--- src/logic/pwg_defines.svh ---
// register indices, field positions, reset values and codes of the pwm
// generator channel 0; included by the package and the design modules
`ifndef PWG_DEFINES_SVH
`define PWG_DEFINES_SVH

// register indices; the byte address is four times the index
`define PWG_IDX_CTRL 8'h40
`define PWG_IDX_CLK 8'h41
`define PWG_IDX_DUTY_HI 8'h42
`define PWG_IDX_DUTY_LO 8'h43
`define PWG_IDX_BOUND_HI 8'h44
`define PWG_IDX_BOUND_LO 8'h45

// bus and counter widths
`define PWG_ADDR_W 12
`define PWG_DATA_W 32
`define PWG_CNT_W 11
`define PWG_DIV_W 7

// clock control fields
`define PWG_CLK_EN_BIT 7
`define PWG_CLK_DIV_HI 6
`define PWG_CLK_DIV_LO 4
`define PWG_CLK_SRC_BIT 0

// channel control fields
`define PWG_CTRL_STAT_BIT 6
`define PWG_CTRL_INV_BIT 5
`define PWG_CTRL_COMB_BIT 4
`define PWG_CTRL_PIN_HI 3
`define PWG_CTRL_PIN_LO 1
`define PWG_CTRL_FUNC_BIT 0

// split value fields of the low registers
`define PWG_DUTY_LO_HI 7
`define PWG_DUTY_LO_LO 5
`define PWG_BOUND_LO_HI 7
`define PWG_BOUND_LO_LO 6

// pin routing
`define PWG_PIN_COUNT 5
`define PWG_PIN_OFF 3'h0
`define PWG_PIN_SHARED 3'h5

// reset values and the fixed low bit of the bound
`define PWG_RST_BYTE 8'h00
`define PWG_RST_LOW3 3'h0
`define PWG_RST_CNT 11'h000
`define PWG_RST_DATA 32'h0000_0000
`define PWG_BOUND_BIT0 1'b1

// bus responses
`define PWG_RESP_OKAY 2'h0
`define PWG_RESP_DECERR 2'h3

`endif

--- src/logic/pwg_pkg.sv ---
// types and the address decode helper of the pwm generator channel 0
// assumes the defines header is on the include path
`include "pwg_defines.svh"

package pwg_pkg;

	// write channel sequence, gray coded along idle, address, response
	typedef enum logic [1:0] {
		PWG_WR_IDLE = 2'h0,
		PWG_WR_HAVE_ADDR = 2'h1,
		PWG_WR_RESP = 2'h3,
		PWG_WR_HAVE_DATA = 2'h2
	} pwg_wr_state_e;

	typedef logic [`PWG_ADDR_W-1:0] pwg_addr_t;
	typedef logic [`PWG_CNT_W-1:0] pwg_cnt_t;

	// true when a byte address hits the aligned word of a register index
	function automatic logic pwg_hit(input pwg_addr_t addr,
		input logic [7:0] idx);
		return addr == {2'h0, idx, 2'h0};
	endfunction

endpackage

--- src/logic/pwg_prescaler.sv ---
// power of two prescaler for the generator clock source
// assumes src_tick is a one cycle pulse in the aclk domain
`timescale 1ns/100ps
`include "pwg_defines.svh"

module pwg_prescaler
	import pwg_pkg::*;
(
	// clock and reset
	input wire logic aclk,
	input wire logic aresetn,
	// control
	input wire logic run,
	input wire logic [2:0] div_code,
	// ticks
	input wire logic src_tick,
	output logic tick_out
);

	logic [`PWG_DIV_W-1:0] div_cnt_q;
	logic [`PWG_DIV_W-1:0] div_cnt_d;
	logic [`PWG_DIV_W-1:0] div_mask;

	// terminal count is two to the code, minus one
	assign div_mask = `PWG_DIV_W'((8'h01 << div_code) - 8'h01);
	assign tick_out = run & src_tick & (div_cnt_q >= div_mask);

	// next count of source ticks
	always_comb begin
		div_cnt_d = div_cnt_q;
		if (!run) begin
			div_cnt_d = '0;
		end else if (src_tick) begin
			if (div_cnt_q >= div_mask) begin
				div_cnt_d = '0;
			end else begin
				div_cnt_d = div_cnt_q + `PWG_DIV_W'(1);
			end
		end
	end

	// count register
	always_ff @(posedge aclk) begin
		if (!aresetn) begin
			div_cnt_q <= '0;
		end else begin
			div_cnt_q <= div_cnt_d;
		end
	end

endmodule

--- src/logic/pwg_channel0.sv ---
// pwm generator channel 0 with its shared clock control, on axi4-lite
// assumes the oscillator and channel 1 inputs are synchronous to aclk
`timescale 1ns/100ps
`include "pwg_defines.svh"

module pwg_channel0
	import pwg_pkg::*;
#(
	parameter logic OSC_DOUBLED = 1'b0
)
(
	// clock and reset
	input wire logic aclk,
	input wire logic aresetn,
	// axi4-lite write address
	input wire logic awvalid,
	output logic awready,
	input wire logic [`PWG_ADDR_W-1:0] awaddr,
	// axi4-lite write data
	input wire logic wvalid,
	output logic wready,
	input wire logic [`PWG_DATA_W-1:0] wdata,
	input wire logic [3:0] wstrb,
	// axi4-lite write response
	output logic bvalid,
	input wire logic bready,
	output logic [1:0] bresp,
	// axi4-lite read address
	input wire logic arvalid,
	output logic arready,
	input wire logic [`PWG_ADDR_W-1:0] araddr,
	// axi4-lite read data
	output logic rvalid,
	input wire logic rready,
	output logic [`PWG_DATA_W-1:0] rdata,
	output logic [1:0] rresp,
	// clock source and neighbour channel
	input wire logic internal_fast_oscillator,
	input wire logic pwm_channel_one,
	input wire logic port_b_line_six_ch1_owned,
	// output pins
	output logic [`PWG_PIN_COUNT-1:0] pin_out,
	output logic [`PWG_PIN_COUNT-1:0] pin_oe
);

	// register state
	logic clk_en_q, clk_en_d;
	logic [2:0] clk_div_q, clk_div_d;
	logic clk_src_q, clk_src_d;
	logic ctrl_inv_q, ctrl_inv_d;
	logic ctrl_comb_q, ctrl_comb_d;
	logic [2:0] ctrl_pin_q, ctrl_pin_d;
	logic ctrl_func_q, ctrl_func_d;
	logic [2:0] duty_stage_q, duty_stage_d;
	pwg_cnt_t duty_q, duty_d;
	logic [7:0] bound_hi_q, bound_hi_d;
	logic [1:0] bound_lo_q, bound_lo_d;

	// bus state
	pwg_wr_state_e wr_state_q, wr_state_d;
	pwg_addr_t wr_addr_q, wr_addr_d;
	logic [7:0] wr_byte_q, wr_byte_d;
	logic wr_lane_q, wr_lane_d;
	logic [1:0] bresp_q, bresp_d;
	logic rvalid_q, rvalid_d;
	logic [`PWG_DATA_W-1:0] rdata_q, rdata_d;
	logic [1:0] rresp_q, rresp_d;

	// generator state
	logic osc_prev_q, osc_prev_d;
	pwg_cnt_t cnt_q, cnt_d;
	logic raw_q, raw_d;
	logic [`PWG_PIN_COUNT-1:0] pin_out_q, pin_out_d;
	logic [`PWG_PIN_COUNT-1:0] pin_oe_q, pin_oe_d;

	// combinational helpers
	logic aw_take, w_take, do_write, ar_take;
	pwg_addr_t eff_addr;
	logic [7:0] eff_byte;
	logic eff_lane;
	logic wr_mapped;
	logic osc_tick, src_tick, gen_tick;
	pwg_cnt_t bound;
	logic gen_level, route_level;

	// write handshakes follow the write sequence state, arready is the inverse of rvalid
	assign awready = (wr_state_q == PWG_WR_IDLE) ||
		(wr_state_q == PWG_WR_HAVE_DATA);
	assign wready = (wr_state_q == PWG_WR_IDLE) ||
		(wr_state_q == PWG_WR_HAVE_ADDR);
	assign bvalid = (wr_state_q == PWG_WR_RESP);
	assign bresp = bresp_q;
	assign arready = !rvalid_q;
	assign rvalid = rvalid_q;
	assign rdata = rdata_q;
	assign rresp = rresp_q;
	assign aw_take = awvalid & awready;
	assign w_take = wvalid & wready;
	assign ar_take = arvalid & arready;

	// pick the address and data of this cycle or the captured ones
	assign eff_addr = aw_take ? awaddr : wr_addr_q;
	assign eff_byte = w_take ? wdata[7:0] : wr_byte_q;
	assign eff_lane = w_take ? wstrb[0] : wr_lane_q;
	assign do_write = (wr_state_d == PWG_WR_RESP) &&
		(wr_state_q != PWG_WR_RESP);
	assign wr_mapped = pwg_hit(eff_addr, `PWG_IDX_CTRL) ||
		pwg_hit(eff_addr, `PWG_IDX_CLK) ||
		pwg_hit(eff_addr, `PWG_IDX_DUTY_HI) ||
		pwg_hit(eff_addr, `PWG_IDX_DUTY_LO) ||
		pwg_hit(eff_addr, `PWG_IDX_BOUND_HI) ||
		pwg_hit(eff_addr, `PWG_IDX_BOUND_LO);

	// write sequence: address and data in either order, then response
	always_comb begin
		wr_state_d = wr_state_q;
		wr_addr_d = wr_addr_q;
		wr_byte_d = wr_byte_q;
		wr_lane_d = wr_lane_q;
		bresp_d = bresp_q;
		if (aw_take) begin
			wr_addr_d = awaddr;
		end
		if (w_take) begin
			wr_byte_d = wdata[7:0];
			wr_lane_d = wstrb[0];
		end
		case (wr_state_q)
			PWG_WR_IDLE: begin
				if (aw_take && w_take) begin
					wr_state_d = PWG_WR_RESP;
				end else if (aw_take) begin
					wr_state_d = PWG_WR_HAVE_ADDR;
				end else if (w_take) begin
					wr_state_d = PWG_WR_HAVE_DATA;
				end
			end
			PWG_WR_HAVE_ADDR: begin
				if (w_take) begin
					wr_state_d = PWG_WR_RESP;
				end
			end
			PWG_WR_HAVE_DATA: begin
				if (aw_take) begin
					wr_state_d = PWG_WR_RESP;
				end
			end
			default: begin
				if (bready) begin
					wr_state_d = PWG_WR_IDLE;
				end
			end
		endcase
		if (do_write) begin
			bresp_d = wr_mapped ? `PWG_RESP_OKAY : `PWG_RESP_DECERR;
		end
	end

	// write sequence registers
	always_ff @(posedge aclk) begin
		if (!aresetn) begin
			wr_state_q <= PWG_WR_IDLE;
			wr_addr_q <= '0;
			wr_byte_q <= `PWG_RST_BYTE;
			wr_lane_q <= 1'b0;
			bresp_q <= `PWG_RESP_OKAY;
		end else begin
			wr_state_q <= wr_state_d;
			wr_addr_q <= wr_addr_d;
			wr_byte_q <= wr_byte_d;
			wr_lane_q <= wr_lane_d;
			bresp_q <= bresp_d;
		end
	end

	// register writes; only byte lane 0 carries register bits
	always_comb begin
		clk_en_d = clk_en_q;
		clk_div_d = clk_div_q;
		clk_src_d = clk_src_q;
		ctrl_inv_d = ctrl_inv_q;
		ctrl_comb_d = ctrl_comb_q;
		ctrl_pin_d = ctrl_pin_q;
		ctrl_func_d = ctrl_func_q;
		duty_stage_d = duty_stage_q;
		duty_d = duty_q;
		bound_hi_d = bound_hi_q;
		bound_lo_d = bound_lo_q;
		if (do_write && eff_lane) begin
			if (pwg_hit(eff_addr, `PWG_IDX_CTRL)) begin
				ctrl_inv_d = eff_byte[`PWG_CTRL_INV_BIT];
				ctrl_comb_d = eff_byte[`PWG_CTRL_COMB_BIT];
				ctrl_pin_d = eff_byte[`PWG_CTRL_PIN_HI:`PWG_CTRL_PIN_LO];
				ctrl_func_d = eff_byte[`PWG_CTRL_FUNC_BIT];
			end else if (pwg_hit(eff_addr, `PWG_IDX_CLK)) begin
				clk_en_d = eff_byte[`PWG_CLK_EN_BIT];
				clk_div_d = eff_byte[`PWG_CLK_DIV_HI:`PWG_CLK_DIV_LO];
				clk_src_d = eff_byte[`PWG_CLK_SRC_BIT];
			end else if (pwg_hit(eff_addr, `PWG_IDX_DUTY_HI)) begin
				// high write loads the whole duty
				duty_d = {eff_byte, duty_stage_q};
			end else if (pwg_hit(eff_addr, `PWG_IDX_DUTY_LO)) begin
				// low bits staged until the high write
				duty_stage_d = eff_byte[`PWG_DUTY_LO_HI:`PWG_DUTY_LO_LO];
			end else if (pwg_hit(eff_addr, `PWG_IDX_BOUND_HI)) begin
				bound_hi_d = eff_byte;
			end else if (pwg_hit(eff_addr, `PWG_IDX_BOUND_LO)) begin
				bound_lo_d = eff_byte[`PWG_BOUND_LO_HI:`PWG_BOUND_LO_LO];
			end
		end
	end

	// configuration registers
	always_ff @(posedge aclk) begin
		if (!aresetn) begin
			clk_en_q <= 1'b0;
			clk_div_q <= `PWG_RST_LOW3;
			clk_src_q <= 1'b0;
			ctrl_inv_q <= 1'b0;
			ctrl_comb_q <= 1'b0;
			ctrl_pin_q <= `PWG_PIN_OFF;
			ctrl_func_q <= 1'b0;
			duty_stage_q <= `PWG_RST_LOW3;
			duty_q <= `PWG_RST_CNT;
			bound_hi_q <= `PWG_RST_BYTE;
			bound_lo_q <= 2'h0;
		end else begin
			clk_en_q <= clk_en_d;
			clk_div_q <= clk_div_d;
			clk_src_q <= clk_src_d;
			ctrl_inv_q <= ctrl_inv_d;
			ctrl_comb_q <= ctrl_comb_d;
			ctrl_pin_q <= ctrl_pin_d;
			ctrl_func_q <= ctrl_func_d;
			duty_stage_q <= duty_stage_d;
			duty_q <= duty_d;
			bound_hi_q <= bound_hi_d;
			bound_lo_q <= bound_lo_d;
		end
	end

	// read answer; write only registers read zero, unmapped gets decerr
	always_comb begin
		rvalid_d = rvalid_q;
		rdata_d = rdata_q;
		rresp_d = rresp_q;
		if (rvalid_q && rready) begin
			rvalid_d = 1'b0;
		end
		if (ar_take) begin
			rvalid_d = 1'b1;
			rdata_d = `PWG_RST_DATA;
			rresp_d = `PWG_RESP_OKAY;
			if (pwg_hit(araddr, `PWG_IDX_CTRL)) begin
				rdata_d[`PWG_CTRL_STAT_BIT] = gen_level;
				rdata_d[`PWG_CTRL_PIN_HI:`PWG_CTRL_PIN_LO] = ctrl_pin_q;
				rdata_d[`PWG_CTRL_FUNC_BIT] = ctrl_func_q;
			end else if (pwg_hit(araddr, `PWG_IDX_CLK) ||
				pwg_hit(araddr, `PWG_IDX_DUTY_HI) ||
				pwg_hit(araddr, `PWG_IDX_DUTY_LO) ||
				pwg_hit(araddr, `PWG_IDX_BOUND_HI) ||
				pwg_hit(araddr, `PWG_IDX_BOUND_LO)) begin
				rdata_d = `PWG_RST_DATA;
			end else begin
				rresp_d = `PWG_RESP_DECERR;
			end
		end
	end

	// read registers
	always_ff @(posedge aclk) begin
		if (!aresetn) begin
			rvalid_q <= 1'b0;
			rdata_q <= `PWG_RST_DATA;
			rresp_q <= `PWG_RESP_OKAY;
		end else begin
			rvalid_q <= rvalid_d;
			rdata_q <= rdata_d;
			rresp_q <= rresp_d;
		end
	end

	// oscillator edges as ticks, both edges when doubled
	assign osc_tick = OSC_DOUBLED ?
		(internal_fast_oscillator ^ osc_prev_q) :
		(internal_fast_oscillator & !osc_prev_q);
	assign src_tick = clk_src_q ? osc_tick : 1'b1;
	assign bound = {bound_hi_q, bound_lo_q, `PWG_BOUND_BIT0};

	// prescaler of the selected source
	pwg_prescaler u_prescaler (
		.aclk(aclk),
		.aresetn(aresetn),
		.run(clk_en_q),
		.div_code(clk_div_q),
		.src_tick(src_tick),
		.tick_out(gen_tick)
	);

	// counter and raw comparator output
	always_comb begin
		osc_prev_d = internal_fast_oscillator;
		cnt_d = cnt_q;
		// disabled holds the counter at zero
		if (!clk_en_q) begin
			cnt_d = `PWG_RST_CNT;
		end else if (gen_tick) begin
			if (cnt_q >= bound) begin
				cnt_d = `PWG_RST_CNT;
			end else begin
				cnt_d = cnt_q + `PWG_CNT_W'(1);
			end
		end
		raw_d = clk_en_q && (cnt_q < duty_q);
	end

	// generator registers
	always_ff @(posedge aclk) begin
		if (!aresetn) begin
			osc_prev_q <= 1'b0;
			cnt_q <= `PWG_RST_CNT;
			raw_q <= 1'b0;
		end else begin
			osc_prev_q <= osc_prev_d;
			cnt_q <= cnt_d;
			raw_q <= raw_d;
		end
	end

	assign gen_level = raw_q ^ ctrl_inv_q;
	assign route_level = !ctrl_comb_q ? gen_level :
		(ctrl_func_q ? (gen_level | pwm_channel_one) :
		(gen_level ^ pwm_channel_one));

	// pin routing, one pin per code from 1 to 5
	always_comb begin
		pin_out_d = '0;
		pin_oe_d = '0;
		for (int i = 0; i < `PWG_PIN_COUNT; i++) begin
			if (ctrl_pin_q == 3'(i + 1)) begin
				pin_oe_d[i] = 1'b1;
				pin_out_d[i] = route_level;
			end
		end
		// channel 1 keeps the shared pin
		if (ctrl_pin_q == `PWG_PIN_SHARED && port_b_line_six_ch1_owned) begin
			pin_oe_d[`PWG_PIN_COUNT-1] = 1'b0;
			pin_out_d[`PWG_PIN_COUNT-1] = 1'b0;
		end
	end

	// pin registers
	always_ff @(posedge aclk) begin
		if (!aresetn) begin
			pin_out_q <= '0;
			pin_oe_q <= '0;
		end else begin
			pin_out_q <= pin_out_d;
			pin_oe_q <= pin_oe_d;
		end
	end

	assign pin_out = pin_out_q;
	assign pin_oe = pin_oe_q;

endmodule

--- config.mk ---
export PLATFORM = sky130hd
export DESIGN_NAME = pwg_channel0
export DESIGN_NICKNAME = d
export VERILOG_FILES = /design/src/logic/pwg_pkg.sv /design/src/logic/pwg_prescaler.sv /design/src/logic/pwg_channel0.sv
export VERILOG_INCLUDE_DIRS = /design/src /design/src/logic
export SDC_FILE = /design/constraint.sdc
export NUM_CORES = 1
export LEC_CHECK = 0
export BUFFER_PORTS_ARGS = -buffer_cell sky130_fd_sc_hd__clkbuf_2
export CAP_MARGIN = 10
export CORE_MARGIN = 3
export CORE_UTILIZATION = 39
export CTS_CLUSTER_DIAMETER = 200
export CTS_CLUSTER_SIZE = 10
export DETAILED_ROUTE_END_ITERATION = 6
export MAX_ROUTING_LAYER = met4
export PLACE_DENSITY = 0.71
export SLEW_MARGIN = 20
export SYNTH_ARGS = -nofsm -noshare
export SYNTH_HDL_FRONTEND = slang
export SYNTH_SLANG_ARGS = --single-unit
--- constraint.sdc ---
create_clock -name aclk -period 3.7 [get_ports aclk]
set_input_delay 0.37 -clock aclk [delete_from_list [all_inputs] [get_ports aclk]]
set_output_delay 0.37 -clock aclk [all_outputs]
set_load 0.05 [all_outputs]
==> results of run 1 <==
-- cell type report --
class / count / share of cell area (%)
Clock inverter: 6 / 1.267
Inverter: 39 / 2.696
Timing Repair Buffer: 70 / 6.636
Tap cell: 143 / 3.295
Multi-Input combinational cell: 380 / 46.50
Sequential cell: 96 / 35.39
Clock buffer: 10 / 4.217
-- registers in the layout, indices dropped and copies added, names as in the netlist, 5 cells and up --
register / cells
u_prescaler.div_cnt_q: 7
wr_byte_q: 8
rdata: 5
cnt_q: 11
bound_hi_q: 8
wr_addr_q: 12
pin_oe: 5
duty_q: 11
pin_out: 5
-- Yosys cell counts (2+ instances only) --
library cell                 n
sky130_fd_sc_hd__dfxtp_1    96
sky130_fd_sc_hd__nand2_1    83
sky130_fd_sc_hd__inv_1      39
sky130_fd_sc_hd__mux2i_1    38
sky130_fd_sc_hd__ha_1       31
sky130_fd_sc_hd__buf_4      29
sky130_fd_sc_hd__nor2_1     18
sky130_fd_sc_hd__o21ai_0    17
sky130_fd_sc_hd__a22oi_1    16
sky130_fd_sc_hd__nor2b_1    15
sky130_fd_sc_hd__a21oi_1    14
sky130_fd_sc_hd__clkbuf_1   14
sky130_fd_sc_hd__a21boi_0   11
sky130_fd_sc_hd__nand3_1    10
sky130_fd_sc_hd__or3_1      10
sky130_fd_sc_hd__nand4_1     9
sky130_fd_sc_hd__mux2_2      8
sky130_fd_sc_hd__nor3_1      8
sky130_fd_sc_hd__nand2b_1    6
sky130_fd_sc_hd__a21o_1      5
sky130_fd_sc_hd__xnor2_1     5
sky130_fd_sc_hd__a211oi_1    4
sky130_fd_sc_hd__and3_1      4
sky130_fd_sc_hd__xor2_1      4
sky130_fd_sc_hd__nor4_1      3
sky130_fd_sc_hd__o211a_1     3
sky130_fd_sc_hd__a2111oi_0   2
sky130_fd_sc_hd__and2_1      2
sky130_fd_sc_hd__and4_1      2
sky130_fd_sc_hd__buf_2       2
sky130_fd_sc_hd__nand3b_1    2
sky130_fd_sc_hd__nand4b_1    2
sky130_fd_sc_hd__nor3b_1     2
sky130_fd_sc_hd__o211ai_1    2
-- worst max path at each step --
| stage | from | depth (start not counted) | endpoint |
|---|---|---|---|
| floorplan | clk_div_q[0]$_SDFFE_PN0P_ | 14 | cnt_q[7]$_SDFFE_PN0P_ |
| detailed placement | clk_div_q[0]$_SDFFE_PN0P_ | 12 | cnt_q[3]$_SDFFE_PN0P_ |
| finish | clk_div_q[0]$_SDFFE_PN0P_ | 12 | cnt_q[3]$_SDFFE_PN0P_ |
| CTS | clk_div_q[0]$_SDFFE_PN0P_ | 12 | cnt_q[3]$_SDFFE_PN0P_ |
| global route | clk_div_q[0]$_SDFFE_PN0P_ | 12 | cnt_q[3]$_SDFFE_PN0P_ |
| global placement | clk_div_q[0]$_SDFFE_PN0P_ | 12 | cnt_q[4]$_SDFFE_PN0P_ |
-- stage by stage --
step	instances	total power, mW	setup slack [ns]	area, um^2
after floorplan	562	1.269	0.5680	4888
after detailed placement	728	1.300	0.3476	5132
after global placement	728	1.295	0.5109	5132
final	744	2.212	0.3054	5430
after CTS	744	2.222	0.3104	5430
after global routing	744	2.288	0.07664	5430
-- layer usage --
metal  up-vias  share of wire (%)  GRT usage [%]
li1       1916                  -              -
met1      1782                 47          18.91
met2        94                 48          26.24
met3         9                4.3          3.290
met4         0                1.2          4.128
met5         -                  0              -
-- cell families (layout without fill, tap and decap cells) --
group | count (synthesis) | in the layout | synth area share [%]
compound gates | 82 | 82 | 11.60
xor+xnor | 9 | 9 | 1.645
fa+ha+maj | 31 | 31 | 8.096
buf+inv | 86 | 125 | 9.219
flops | 96 | 96 | 40.11
mux | 46 | 46 | 9.820
other cells | 1 | 27 | 0.07827
simple gates | 185 | 185 | 19.43
-- worst max-delay path, delay by kind of cell (launching register included) --
family,cells,cell delay (ns)
fa+ha+maj,2,0.57
simple gates,3,0.74
flops,1,0.38
buf+inv,1,0.22
compound gates,5,1.21
xor+xnor,1,0.17
-- power groups by stage --
stage               Combinational (mW)  Sequential [mW]  Clock, mW
finish                           0.215             1.06      0.936
floorplan                        0.176             1.09          0
global placement                 0.211             1.08          0
CTS                              0.215             1.06      0.945
global route                     0.232             1.06      0.994
detailed placement               0.215             1.08          0
-- layout by cell type, fill, tap and decap left out, drive strengths merged, types with 6 or more instances in the layout --
master	synthesis	final
nor2b	15	15
conb	1	27
a21oi	14	14
nand3	10	10
or3	10	10
mux2i	38	38
ha	31	31
nor2	18	18
inv	39	40
clkbuf	14	76
nor3	9	9
a22oi	16	16
nand2b	6	6
a21boi	11	11
o21ai	17	17
dfxtp	96	96
nand4	9	9
nand2	84	84
mux2	8	8
==> parameters.txt, run 1 <==
Parameter                              Value

Power
  Worst VDD drop    around 0.25 mV
  Switching Power    0.5766 mW
  Clock network fraction of design power    42.3%
  Fraction of power spent switching nets    26.07%
  Leak pwr    roughly 2.4 nW
  Internal power summed over all cells    1.635 mW
  Flop pwr share    a little under half
  Cell Pwr Density    407.3 nW/um^2
  Portion of total power attributed to combinational logic    9.7%

CTS
  Clk buf depth    2
  Number of hold buffers added after cts    0
  Clock root cell    sky130_fd_sc_hd__clkbuf_16
  Number of clock buffers inserted by TritonCTS    9
  CTS sink cnt    96
  Clock latency on the worst-skew pair    0.34 ns
  Post-CTS setup buffers    0
  Post-CTS Resized    0
  Clock transition at the registers of the reported paths    ~0.070 ns
  Number of H-tree branching levels    3
  Clock tree from TritonCTS    done

Worst setup path
  Category of the worst setup path capture point    flop
  Reg2reg start    clk_div_q[0]$_SDFFE_PN0P_
  Worst EP required    3.96 ns
  Kind of critical path    reg -> reg
  Critical-path maximum fanout    23
  Critical-path cell list    or3_1 > ha_1 > xor2_1 > nor2_1 > a21oi_1 > ha_1 > and3_1 > a221oi_1 > o21a_1 > o21bai_1 > buf_4 > a22oi_1
  Endpoint of the lowest-slack register-to-register path    cnt_q[3]$_SDFFE_PN0P_
  Critical path launch point type    flop
  Data arrival, critical path    roughly 3.7 ns
  Worst r2r path cells    12
  Peak per-stage delay on the critical path    0.58 ns
  Worst-path cell with the longest stage delay    sky130_fd_sc_hd__o21a_1
  Most repeated library cell on the critical path    sky130_fd_sc_hd__ha_1
  Setup slack of the worst register-to-register path    0.31 ns

Synthesis
  Total number of yosys warnings    0
  Fraction of synthesized cell area taken by the top area cell type    40.11%
  Post-synthesis instance total    536
  Count of flip-flops with a built-in enable after synthesis    0
  Proportion of synthesized chip area in sequential cells    about 40%
  Dominant cells by area after synthesis    sky130_fd_sc_hd__dfxtp_1 40%, sky130_fd_sc_hd__ha_1 8.1%, sky130_fd_sc_hd__mux2i_1 7.9%
  Post-synthesis register bit count    96
  Share of flip-flops with an asynchronous set or reset    0%
  Synth cell types    54
  Most used DFF post-synth    sky130_fd_sc_hd__dfxtp_1
  Synth Cell Area    4791 um^2
  Top cell type by total area after synthesis    sky130_fd_sc_hd__dfxtp_1
  Post-Synthesis Mean Instance Area    between 8 and 9 um^2

Global routing
  Number of antenna violations at the first check in global routing    0
  Gr usage total    between 10% and 20%
  Via count of the first global-routing pass    ~3500
  Overflow left after global routing    0
  First-pass GRT wire length    16440 um
  Maximum number of pins on one net before global-route repair    roughly 70

Route
  DRC violations left    0
  Detailed Route Iter0 Violations    260
  Final Routed Wirelength    10070 um
  Residual antenna-violating net count after detailed routing    0
  Vias per Instance    roughly 5.1
  Detailed Routing Iterations Pass 1    4
  Wire length per cell after detailed routing    13.54 um
  Number of vias after detailed routing    about 3800

Timing
  Number of hold-slack violations in the final timing report    0
  Worst-margin pin slew    0.9111 ns
  Maximum frequency from static timing analysis    0.2946 GHz
  Post-Route Skew    roughly 0.0095 ns
  Total Negative Setup Slacks    0 ns
  Setup repair after global routing missed its margin    false
  Count of final setup violators    0
  Ratio of final minimum period to clock period    91.75%
  Max-Slew Margin vs Limit    roughly two fifths
  Count of pins over their slew limit    0
  Worst-case hold slack    0.2174 ns
  Tmin final    ~3.4 ns

Floorplan
  Core outline area    11710 um^2
  Starting Density    ~40%
  Die width    between 100 and 150 um
  Vert. Die Dim    116.8 um
  Number of core rows    39
  Number of top-level pins    121
  Area enclosed by the die boundary    about 14000 um^2

Placed design
  Post-detail-place hpwl    7403 um
  Port buffer count    66
  Placer congestion estimate    approximately 0.77

Worst hold path
  Worst hold stages    2
  Hold-critical path endpoint    pin_oe[4]$_SDFF_PP0_
  Launch point of the worst hold path    port_b_line_six_ch1_owned
  Classification of the worst-slack hold path    in -> reg

Cells and area
  Fill cells    between 1000 and 1500
  Antenna diode count    0
  Post-Route Utilization    46.37%
  Sequential cell area    1922 um^2
  NumNets Final    697
  Synthesis-to-layout area growth    13.35%
  Ratio of cells with drive above 1 in the final layout    roughly 17%
  Combined area of the multi-input logic cells    2525 um^2

Job
  Max-capacitance violation count    0

Run status
  Outcome    finished, final reports clean
Note: power is estimated with default switching activity, not from simulation.
==> run 2, diff against run 1 <==
--- a/config.mk
+++ b/config.mk
@@ -6,6 +6,7 @@
 export SDC_FILE = /design/constraint.sdc
 export NUM_CORES = 1
 export LEC_CHECK = 0
+export ABC_AREA = 1
 export BUFFER_PORTS_ARGS = -buffer_cell sky130_fd_sc_hd__clkbuf_2
 export CAP_MARGIN = 10
 export CORE_MARGIN = 3
@@ -13,8 +14,9 @@
 export CTS_CLUSTER_DIAMETER = 200
 export CTS_CLUSTER_SIZE = 10
 export DETAILED_ROUTE_END_ITERATION = 6
+export GPL_TIMING_DRIVEN = 1
 export MAX_ROUTING_LAYER = met4
-export PLACE_DENSITY = 0.71
+export PLACE_DENSITY = 0.7
 export SLEW_MARGIN = 20
 export SYNTH_ARGS = -nofsm -noshare
 export SYNTH_HDL_FRONTEND = slang
==> parameters.txt, run 2 <==
Parameter                              Value

Run status
  Outcome    finished, final reports clean

Cells and area
  Commonest cells after routing, fill and taps aside    195 x sky130_fd_sc_hd__nand2_1, 121 x sky130_fd_sc_hd__nor2_1, 96 x sky130_fd_sc_hd__dfxtp_1, 88 x sky130_fd_sc_hd__inv_1, 66 x sky130_fd_sc_hd__clkbuf_2
  Number of flip-flops in the largest register    12 (unchanged)
  NumNets Final    944 (+35%)
  Synthesis-to-layout area growth    12.44%
  Most common cell after layout, fill and taps aside    sky130_fd_sc_hd__nand2_1
  Ratio of cells with drive above 1 in the final layout    13.21% (-3.4 points)
  Sequential cell area    1922 um^2 (unchanged)
  Fill cells    1410 (+26%)
  Register containing the most flip-flops in the final layout    wr_addr_q
  Antenna diode count    0 (unchanged)
  Combined area of the multi-input logic cells    2874 um^2 (+14%)
  Registers with the most flip-flops    wr_addr_q (12), cnt_q (11), duty_q (11)

Synthesis
  Synth cell types    37 (-31%)
  Synth Cell Area    5381 um^2 (+12%)
  Proportion of synthesized chip area in sequential cells    35.71% (-4.4 points)
  Most common library cells after synthesis    195 x sky130_fd_sc_hd__nand2_1, 121 x sky130_fd_sc_hd__nor2_1, 96 x sky130_fd_sc_hd__dfxtp_1
  Share of flip-flops with an asynchronous set or reset    0% (unchanged)
  Fraction of synthesized cell area taken by the top area cell type    35.71% (-4.4 points)
  Most used DFF post-synth    sky130_fd_sc_hd__dfxtp_1
  Post-Synthesis Mean Instance Area    6.855 um^2 (-23%)
  Count of flip-flops with a built-in enable after synthesis    0 (unchanged)
  Total number of yosys warnings    0 (unchanged)
  Top cell type by total area after synthesis    sky130_fd_sc_hd__dfxtp_1
  Library cell with the highest instance count after synthesis    sky130_fd_sc_hd__nand2_1
  Dominant cells by area after synthesis    sky130_fd_sc_hd__dfxtp_1 36%, sky130_fd_sc_hd__nand2_1 14%, sky130_fd_sc_hd__nor2_1 8.4%
  Post-synthesis register bit count    96 (unchanged)
  Post-synthesis instance total    785 (+46%)

Worst setup path
  Kind of critical path    reg -> reg
  Critical-path maximum fanout    10 (-57%)
  Critical path launch point type    flop
  Data arrival, critical path    3.03 ns (-0.62 ns)
  Category of the worst setup path capture point    flop
  Worst EP required    3.99 ns (+0.03 ns)

CTS
  Post-CTS Resized    0 (unchanged)
  Clock latency on the worst-skew pair    0.35 ns (about the same)
  Clock tree from TritonCTS    done
  Clk buf depth    2 (unchanged)
  Post-CTS setup buffers    0 (unchanged)
  Number of hold buffers added after cts    0 (unchanged)
  Clock transition at the registers of the reported paths    0.07 ns (about the same)
  Number of clock buffers inserted by TritonCTS    9 (unchanged)
  Number of H-tree branching levels    3 (unchanged)
  CTS sink cnt    96 (unchanged)
  Clock root cell    sky130_fd_sc_hd__clkbuf_16

Global routing
  Gr usage total    16.66% (+1.1 points)
  Number of antenna violations at the first check in global routing    0 (unchanged)
  Overflow left after global routing    0 (unchanged)
  Via count of the first global-routing pass    4348 (+23%)
  First-pass GRT wire length    19920 um (+21%)
  Maximum number of pins on one net before global-route repair    38 (-45%)

Floorplan
  Core outline area    13350 um^2 (+14%)
  Area enclosed by the die boundary    15240 um^2 (+12%)
  Number of core rows    42 (+7.7%)
  Die width    123.5 um (+5.7%)
  Number of top-level pins    121 (unchanged)
  Vert. Die Dim    123.5 um (+5.7%)
  Starting Density    40.32% (-0.59 points)

Timing
  Count of pins over their slew limit    0 (unchanged)
  Max-Slew Margin vs Limit    38.34% (-0.36 points)
  Worst-margin pin slew    0.9153 ns (+0.004158 ns)
  Ratio of final minimum period to clock period    74.05% (-18 points)
  Post-Route Skew    0.009399 ns (-0.00006245 ns)
  Count of final setup violators    0 (unchanged)
  Number of hold-slack violations in the final timing report    0 (unchanged)
  Total Negative Setup Slacks    0 ns (unchanged)
  Maximum frequency from static timing analysis    0.3650 GHz (+24%)
  Worst-case hold slack    0.2138 ns (-0.003651 ns)
  Tmin final    2.740 ns (-0.6548 ns)
  Setup repair after global routing missed its margin    false

Worst hold path
  Classification of the worst-slack hold path    in -> reg

Route
  Detailed Routing Iterations Pass 1    4 (unchanged)
  Vias per Instance    4.744 (-7.1%)
  Residual antenna-violating net count after detailed routing    0 (unchanged)
  DRC violations left    0 (unchanged)
  Detailed Route Iter0 Violations    303 (+17%)
  Final Routed Wirelength    11760 um (+17%)
  Number of vias after detailed routing    4858 (+28%)
  Wire length per cell after detailed routing    11.48 um (-15%)

Placed design
  Post-detail-place hpwl    8653 um (+17%)
  Placer congestion estimate    0.8081 (+4.5%)
  Port buffer count    66 (unchanged)

Power
  Cell Pwr Density    397.3 nW/um^2 (-2.5%)
  Worst VDD drop    0.1944 mV (-21%)
  Leak pwr    2.798 nW (+18%)

Job
  Max-capacitance violation count    0 (unchanged)
[run 2: worst max-delay path, cell delays in order (launching register included)]
cell and delay [ns]:
sky130_fd_sc_hd__dfxtp_1 0.41, sky130_fd_sc_hd__inv_1 0.12, sky130_fd_sc_hd__nand2_1 0.12, sky130_fd_sc_hd__ha_1 0.18, sky130_fd_sc_hd__o21ai_0 0.14, sky130_fd_sc_hd__a21oi_1 0.18
sky130_fd_sc_hd__xor2_1 0.17, sky130_fd_sc_hd__ha_1 0.28, sky130_fd_sc_hd__a21oi_1 0.13, sky130_fd_sc_hd__o21a_1 0.13, sky130_fd_sc_hd__nand3_1 0.14, sky130_fd_sc_hd__nand2_1 0.12
sky130_fd_sc_hd__clkinv_1 0.25, sky130_fd_sc_hd__nand2_1 0.13, sky130_fd_sc_hd__nand2_1 0.08, sky130_fd_sc_hd__nor2_1 0.10
[run 2: per-stage QoR]
step / setup WS, ns / total power, mW / util, % / instance area [um^2] / instances
global route: 0.6361 / 2.503 / 45.33 / 6051 / 1024
global placement: 1.011 / 1.420 / 42.92 / 5729 / 1008
finish: 0.9602 / 2.404 / 45.33 / 6051 / 1024
CTS: 0.9494 / 2.425 / 45.33 / 6051 / 1024
floorplan: 1.307 / 1.377 / - / 5479 / 811
detailed placement: 0.9924 / 1.423 / 42.92 / 5729 / 1008
[run 2: cells by family (layout without fill, tap and decap cells)]
group	Yosys count	count (layout)	synth area share, %
AOI/OAI and AO/OA	71	71	6.952
xor gates and xnor gates	14	14	2.278
adders and majority gates	31	31	7.208
buffers and inverters	143	180	12.69
DFF	96	96	35.71
other	1	27	0.06968
and+or+nand+nor	429	429	35.08
[run 2: area by class of cell]
cell class | instances | area share, %
Timing Repair Buffer | 70 | 5.955
Tap cell | 176 | 3.639
Multi-Input combinational cell | 572 | 47.50
Clock buffer | 10 | 3.784
Clock inverter | 6 | 1.530
Sequential cell | 96 | 31.76
Inverter | 94 | 5.831
[run 2: metal layers]
metal | routed length, um | track usage, % | share of wire, %
met2 | 5353 | 27.01 | 46
met5 | 0 | - | 0
met4 | 157 | 4.221 | 1.3
met3 | 749 | 3.705 | 6.4
met1 | 5494 | 21.13 | 47
[run 2: final timing paths]
check / slack (ns) / startpoint / cells past startpoint / end
max: 0.96 / clk_div_q[2]$_SDFFE_PN0P_ / 15 / cnt_q[9]$_SDFFE_PN0P_
min: 0.21 / port_b_line_six_ch1_owned / 2 / pin_oe[4]$_SDFF_PP0_
max reg2reg: 0.96 / clk_div_q[2]$_SDFFE_PN0P_ / 15 / cnt_q[9]$_SDFFE_PN0P_
min reg2reg: 0.46 / duty_q[7]$_SDFFE_PN0P_ / 2 / duty_q[7]$_SDFFE_PN0P_
[run 2: report_power, final]
group	switching, mW	internal [mW]	total (mW)
clock	0.406	0.596	1.00
sequential	0.0106	1.06	1.07
combinational	0.259	0.0752	0.334
==> run 3, diff against run 2 <==
==> constraint.sdc (replaced) <==
create_clock -name aclk -period 2.78 [get_ports aclk]
set_input_delay 0.278 -clock aclk [delete_from_list [all_inputs] [get_ports aclk]]
set_output_delay 0.278 -clock aclk [all_outputs]
set_load 0.05 [all_outputs]
==> parameters.txt, run 3 (synthesis results as in run 2) <==
Parameter                              Value

Placed design
  Placement-stage cell area    5794 um^2 (+1.1%)
  Placer congestion estimate    0.7893 (-2.3%)
  Port buffer count    66 (unchanged)
  Setup slack after placement    0.1642 ns (-0.8282 ns)
  Post-detail-place hpwl    8752 um (+1.1%)

Timing
  Maximum frequency from static timing analysis    0.4021 GHz (+10%)
  Post-Route Skew    0.009308 ns (-0.00009162 ns)
  Max-Slew Margin vs Limit    42.42% (+4.1 points)
  Setup repair after global routing missed its margin    false
  Count of pins over their slew limit    0 (unchanged)
  Number of hold-slack violations in the final timing report    0 (unchanged)
  Count of final setup violators    0 (unchanged)
  Ratio of final minimum period to clock period    89.45% (+15 points)
  Tmin final    2.487 ns (-0.2531 ns)
  Total Negative Setup Slacks    0 ns (unchanged)
  Post-route setup slack    0.2933 ns (-0.6669 ns)
  Worst-margin pin slew    0.8547 ns (-0.06058 ns)

Worst hold path
  Worst hold stages    2 (unchanged)
  Hold-critical path endpoint    pin_out[4]$_SDFF_PP0_
  Classification of the worst-slack hold path    in -> reg
  Launch point of the worst hold path    port_b_line_six_ch1_owned

Worst setup path
  Worst EP required    3.00 ns (-0.99 ns)
  Critical-path maximum fanout    6 (-4)
  Worst-path cell with the longest stage delay    sky130_fd_sc_hd__dfxtp_2
  Kind of critical path    reg -> reg
  Critical path launch point type    flop
  Most repeated library cell on the critical path    sky130_fd_sc_hd__a21oi_1
  Category of the worst setup path capture point    flop
  Worst r2r path cells    15 (unchanged)
  Data arrival, critical path    2.71 ns (-0.32 ns)
  Setup slack of the worst register-to-register path    0.29 ns (-0.67 ns)
  Peak per-stage delay on the critical path    0.37 ns (-0.04 ns)
  Reg2reg start    clk_div_q[2]$_SDFFE_PN0P_
  Buffering stage count on the worst path with inverters included    3 (+1)
  Critical-path cell list    inv_1 > nand2_1 > ha_1 > o21ai_1 > a21oi_1 > xor2_1 > ha_1 > a21oi_1 > o21a_1 > nand3_1 > nand2_2 > buf_12 > clkinvlp_4 > nand2_1 > a21oi_1
  Endpoint of the lowest-slack register-to-register path    cnt_q[6]$_SDFFE_PN0P_
  Crit-path leading delay family    compound AO/OA/AOI/OAI gates

Floorplan
  Vert. Die Dim    123.5 um (unchanged)
  Number of top-level pins    121 (unchanged)
  Starting Density    40.32% (unchanged)
  Area enclosed by the die boundary    15240 um^2 (unchanged)
  Die width    123.5 um (unchanged)
  Number of core rows    42 (unchanged)
  Core outline area    13350 um^2 (unchanged)

Cells and area
  Commonest cells after routing, fill and taps aside    193 x sky130_fd_sc_hd__nand2_1, 120 x sky130_fd_sc_hd__nor2_1, 94 x sky130_fd_sc_hd__dfxtp_1, 88 x sky130_fd_sc_hd__inv_1, 66 x sky130_fd_sc_hd__clkbuf_2
  Synthesis-to-layout area growth    14.30%
  Registers with the most flip-flops    wr_addr_q (12), cnt_q (11), duty_q (11)
  Fill cells    1440 (+2.1%)
  Register containing the most flip-flops in the final layout    wr_addr_q
  Most common cell after layout, fill and taps aside    sky130_fd_sc_hd__nand2_1
  Antenna diode count    0 (unchanged)
  Ratio of cells with drive above 1 in the final layout    14.94% (+1.7 points)
  Number of flip-flops in the largest register    12 (unchanged)
  Design Area, Final    6151 um^2 (+1.7%)
  NumNets Final    953 (+0.95%)

CTS
  Number of hold buffers added after cts    0 (unchanged)
  CTS sink cnt    96 (unchanged)
  Clk buf depth    2 (unchanged)
  Clock transition at the registers of the reported paths    0.07 ns (about the same)
  Clock latency on the worst-skew pair    0.35 ns (about the same)
  Number of clock buffers inserted by TritonCTS    9 (unchanged)
  Clock root cell    sky130_fd_sc_hd__clkbuf_16
  Clock tree from TritonCTS    done
  Number of H-tree branching levels    3 (unchanged)

Route
  DRC violations left    0 (unchanged)
  Residual antenna-violating net count after detailed routing    0 (unchanged)
  Detailed Route Iter0 Violations    312 (+3.0%)
  Final Routed Wirelength    11760 um (about the same)
  Wire length per cell after detailed routing    11.39 um (-0.82%)
  Detailed Routing Iterations Pass 1    5 (+1)
  Vias per Instance    4.683 (-1.3%)
  Number of vias after detailed routing    4838 (-0.41%)

Global routing
  Gr usage total    17.01% (+0.35 points)
  Number of antenna violations at the first check in global routing    0 (unchanged)
  Overflow left after global routing    0 (unchanged)
  Via count of the first global-routing pass    4477 (+3.0%)
  Maximum number of pins on one net before global-route repair    33 (-13%)
  First-pass GRT wire length    20300 um (+1.9%)

Power
  Cell Pwr Density    515.5 nW/um^2 (+30%)
  Worst VDD drop    0.3248 mV (+67%)
  Leak pwr    2.851 nW (+1.9%)

Job
  Max-capacitance violation count    0 (unchanged)

Run status
  Outcome    finished, final reports clean
## run 3: cell type report
class	instances	area, um^2	area share [%]
clock buffers	9	225.2	3.662
clock inverters	7	86.33	1.404
inverters	94	356.6	5.797
multi-input cells	572	2882	46.85
flip-flops and latches	96	1924	31.29
well taps	176	220.2	3.580
repair buffers	78	449.2	7.303
repair inverters	1	7.507	0.1221
## run 3: layer usage
layer  wire length (um)  track usage, %
met5                  0               -
met4                204           5.536
met3                732           3.522
met2               5161           26.74
met1               5664           21.94
## run 3: worst max-delay path by stage
stage                              startpoint                    end  slack, ns  cells after the start
floorplan           clk_div_q[2]$_SDFFE_PN0P_  cnt_q[0]$_SDFFE_PN0P_       0.39                     14
global placement    clk_div_q[2]$_SDFFE_PN0P_  cnt_q[9]$_SDFFE_PN0P_       0.18                     15
detailed placement  clk_div_q[2]$_SDFFE_PN0P_  cnt_q[5]$_SDFFE_PN0P_       0.16                     14
CTS                 clk_div_q[2]$_SDFFE_PN0P_  cnt_q[9]$_SDFFE_PN0P_       0.13                     15
global route        clk_div_q[2]$_SDFFE_PN0P_  cnt_q[9]$_SDFFE_PN0P_       0.01                     15
finish              clk_div_q[2]$_SDFFE_PN0P_  cnt_q[6]$_SDFFE_PN0P_       0.29                     15
## run 3: stage by stage
step                      total power [mW]  utilization (%)  instances  hold slack (ns)
final                                3.171            46.08       1033           0.1029
after global routing                 3.325            46.08       1033          0.09568
after CTS                            3.210            45.74       1031          0.09813
after detailed placement             1.906            43.41       1015           0.4550
after global placement               1.904            43.41       1015           0.4505
after floorplan                      1.832                -        811           0.3563
## run 3: timing repair
action,4_1_cts,5_1_grt
gates resized for setup,0,9
endpoints found under the setup margin,0,17
setup buffers,0,1
## run 3: report_power, final
| part | switching [mW] | internal (mW) |
|---|---|---|
| Sequential | 0.0142 | 1.41 |
| Combinational | 0.346 | 0.111 |
| Clock | 0.577 | 0.716 |
## run 3: worst reg2reg max path: stages, from the launching register on
cell                         delay [ns]
sky130_fd_sc_hd__dfxtp_2           0.37
sky130_fd_sc_hd__inv_1             0.10
sky130_fd_sc_hd__nand2_1           0.10
sky130_fd_sc_hd__ha_1              0.18
sky130_fd_sc_hd__o21ai_1           0.10
sky130_fd_sc_hd__a21oi_1           0.16
sky130_fd_sc_hd__xor2_1            0.18
sky130_fd_sc_hd__ha_1              0.27
sky130_fd_sc_hd__a21oi_1           0.13
sky130_fd_sc_hd__o21a_1            0.12
sky130_fd_sc_hd__nand3_1           0.11
sky130_fd_sc_hd__nand2_2           0.17
sky130_fd_sc_hd__buf_12            0.12
sky130_fd_sc_hd__clkinvlp_4        0.11
sky130_fd_sc_hd__nand2_1           0.08
sky130_fd_sc_hd__a21oi_1           0.06
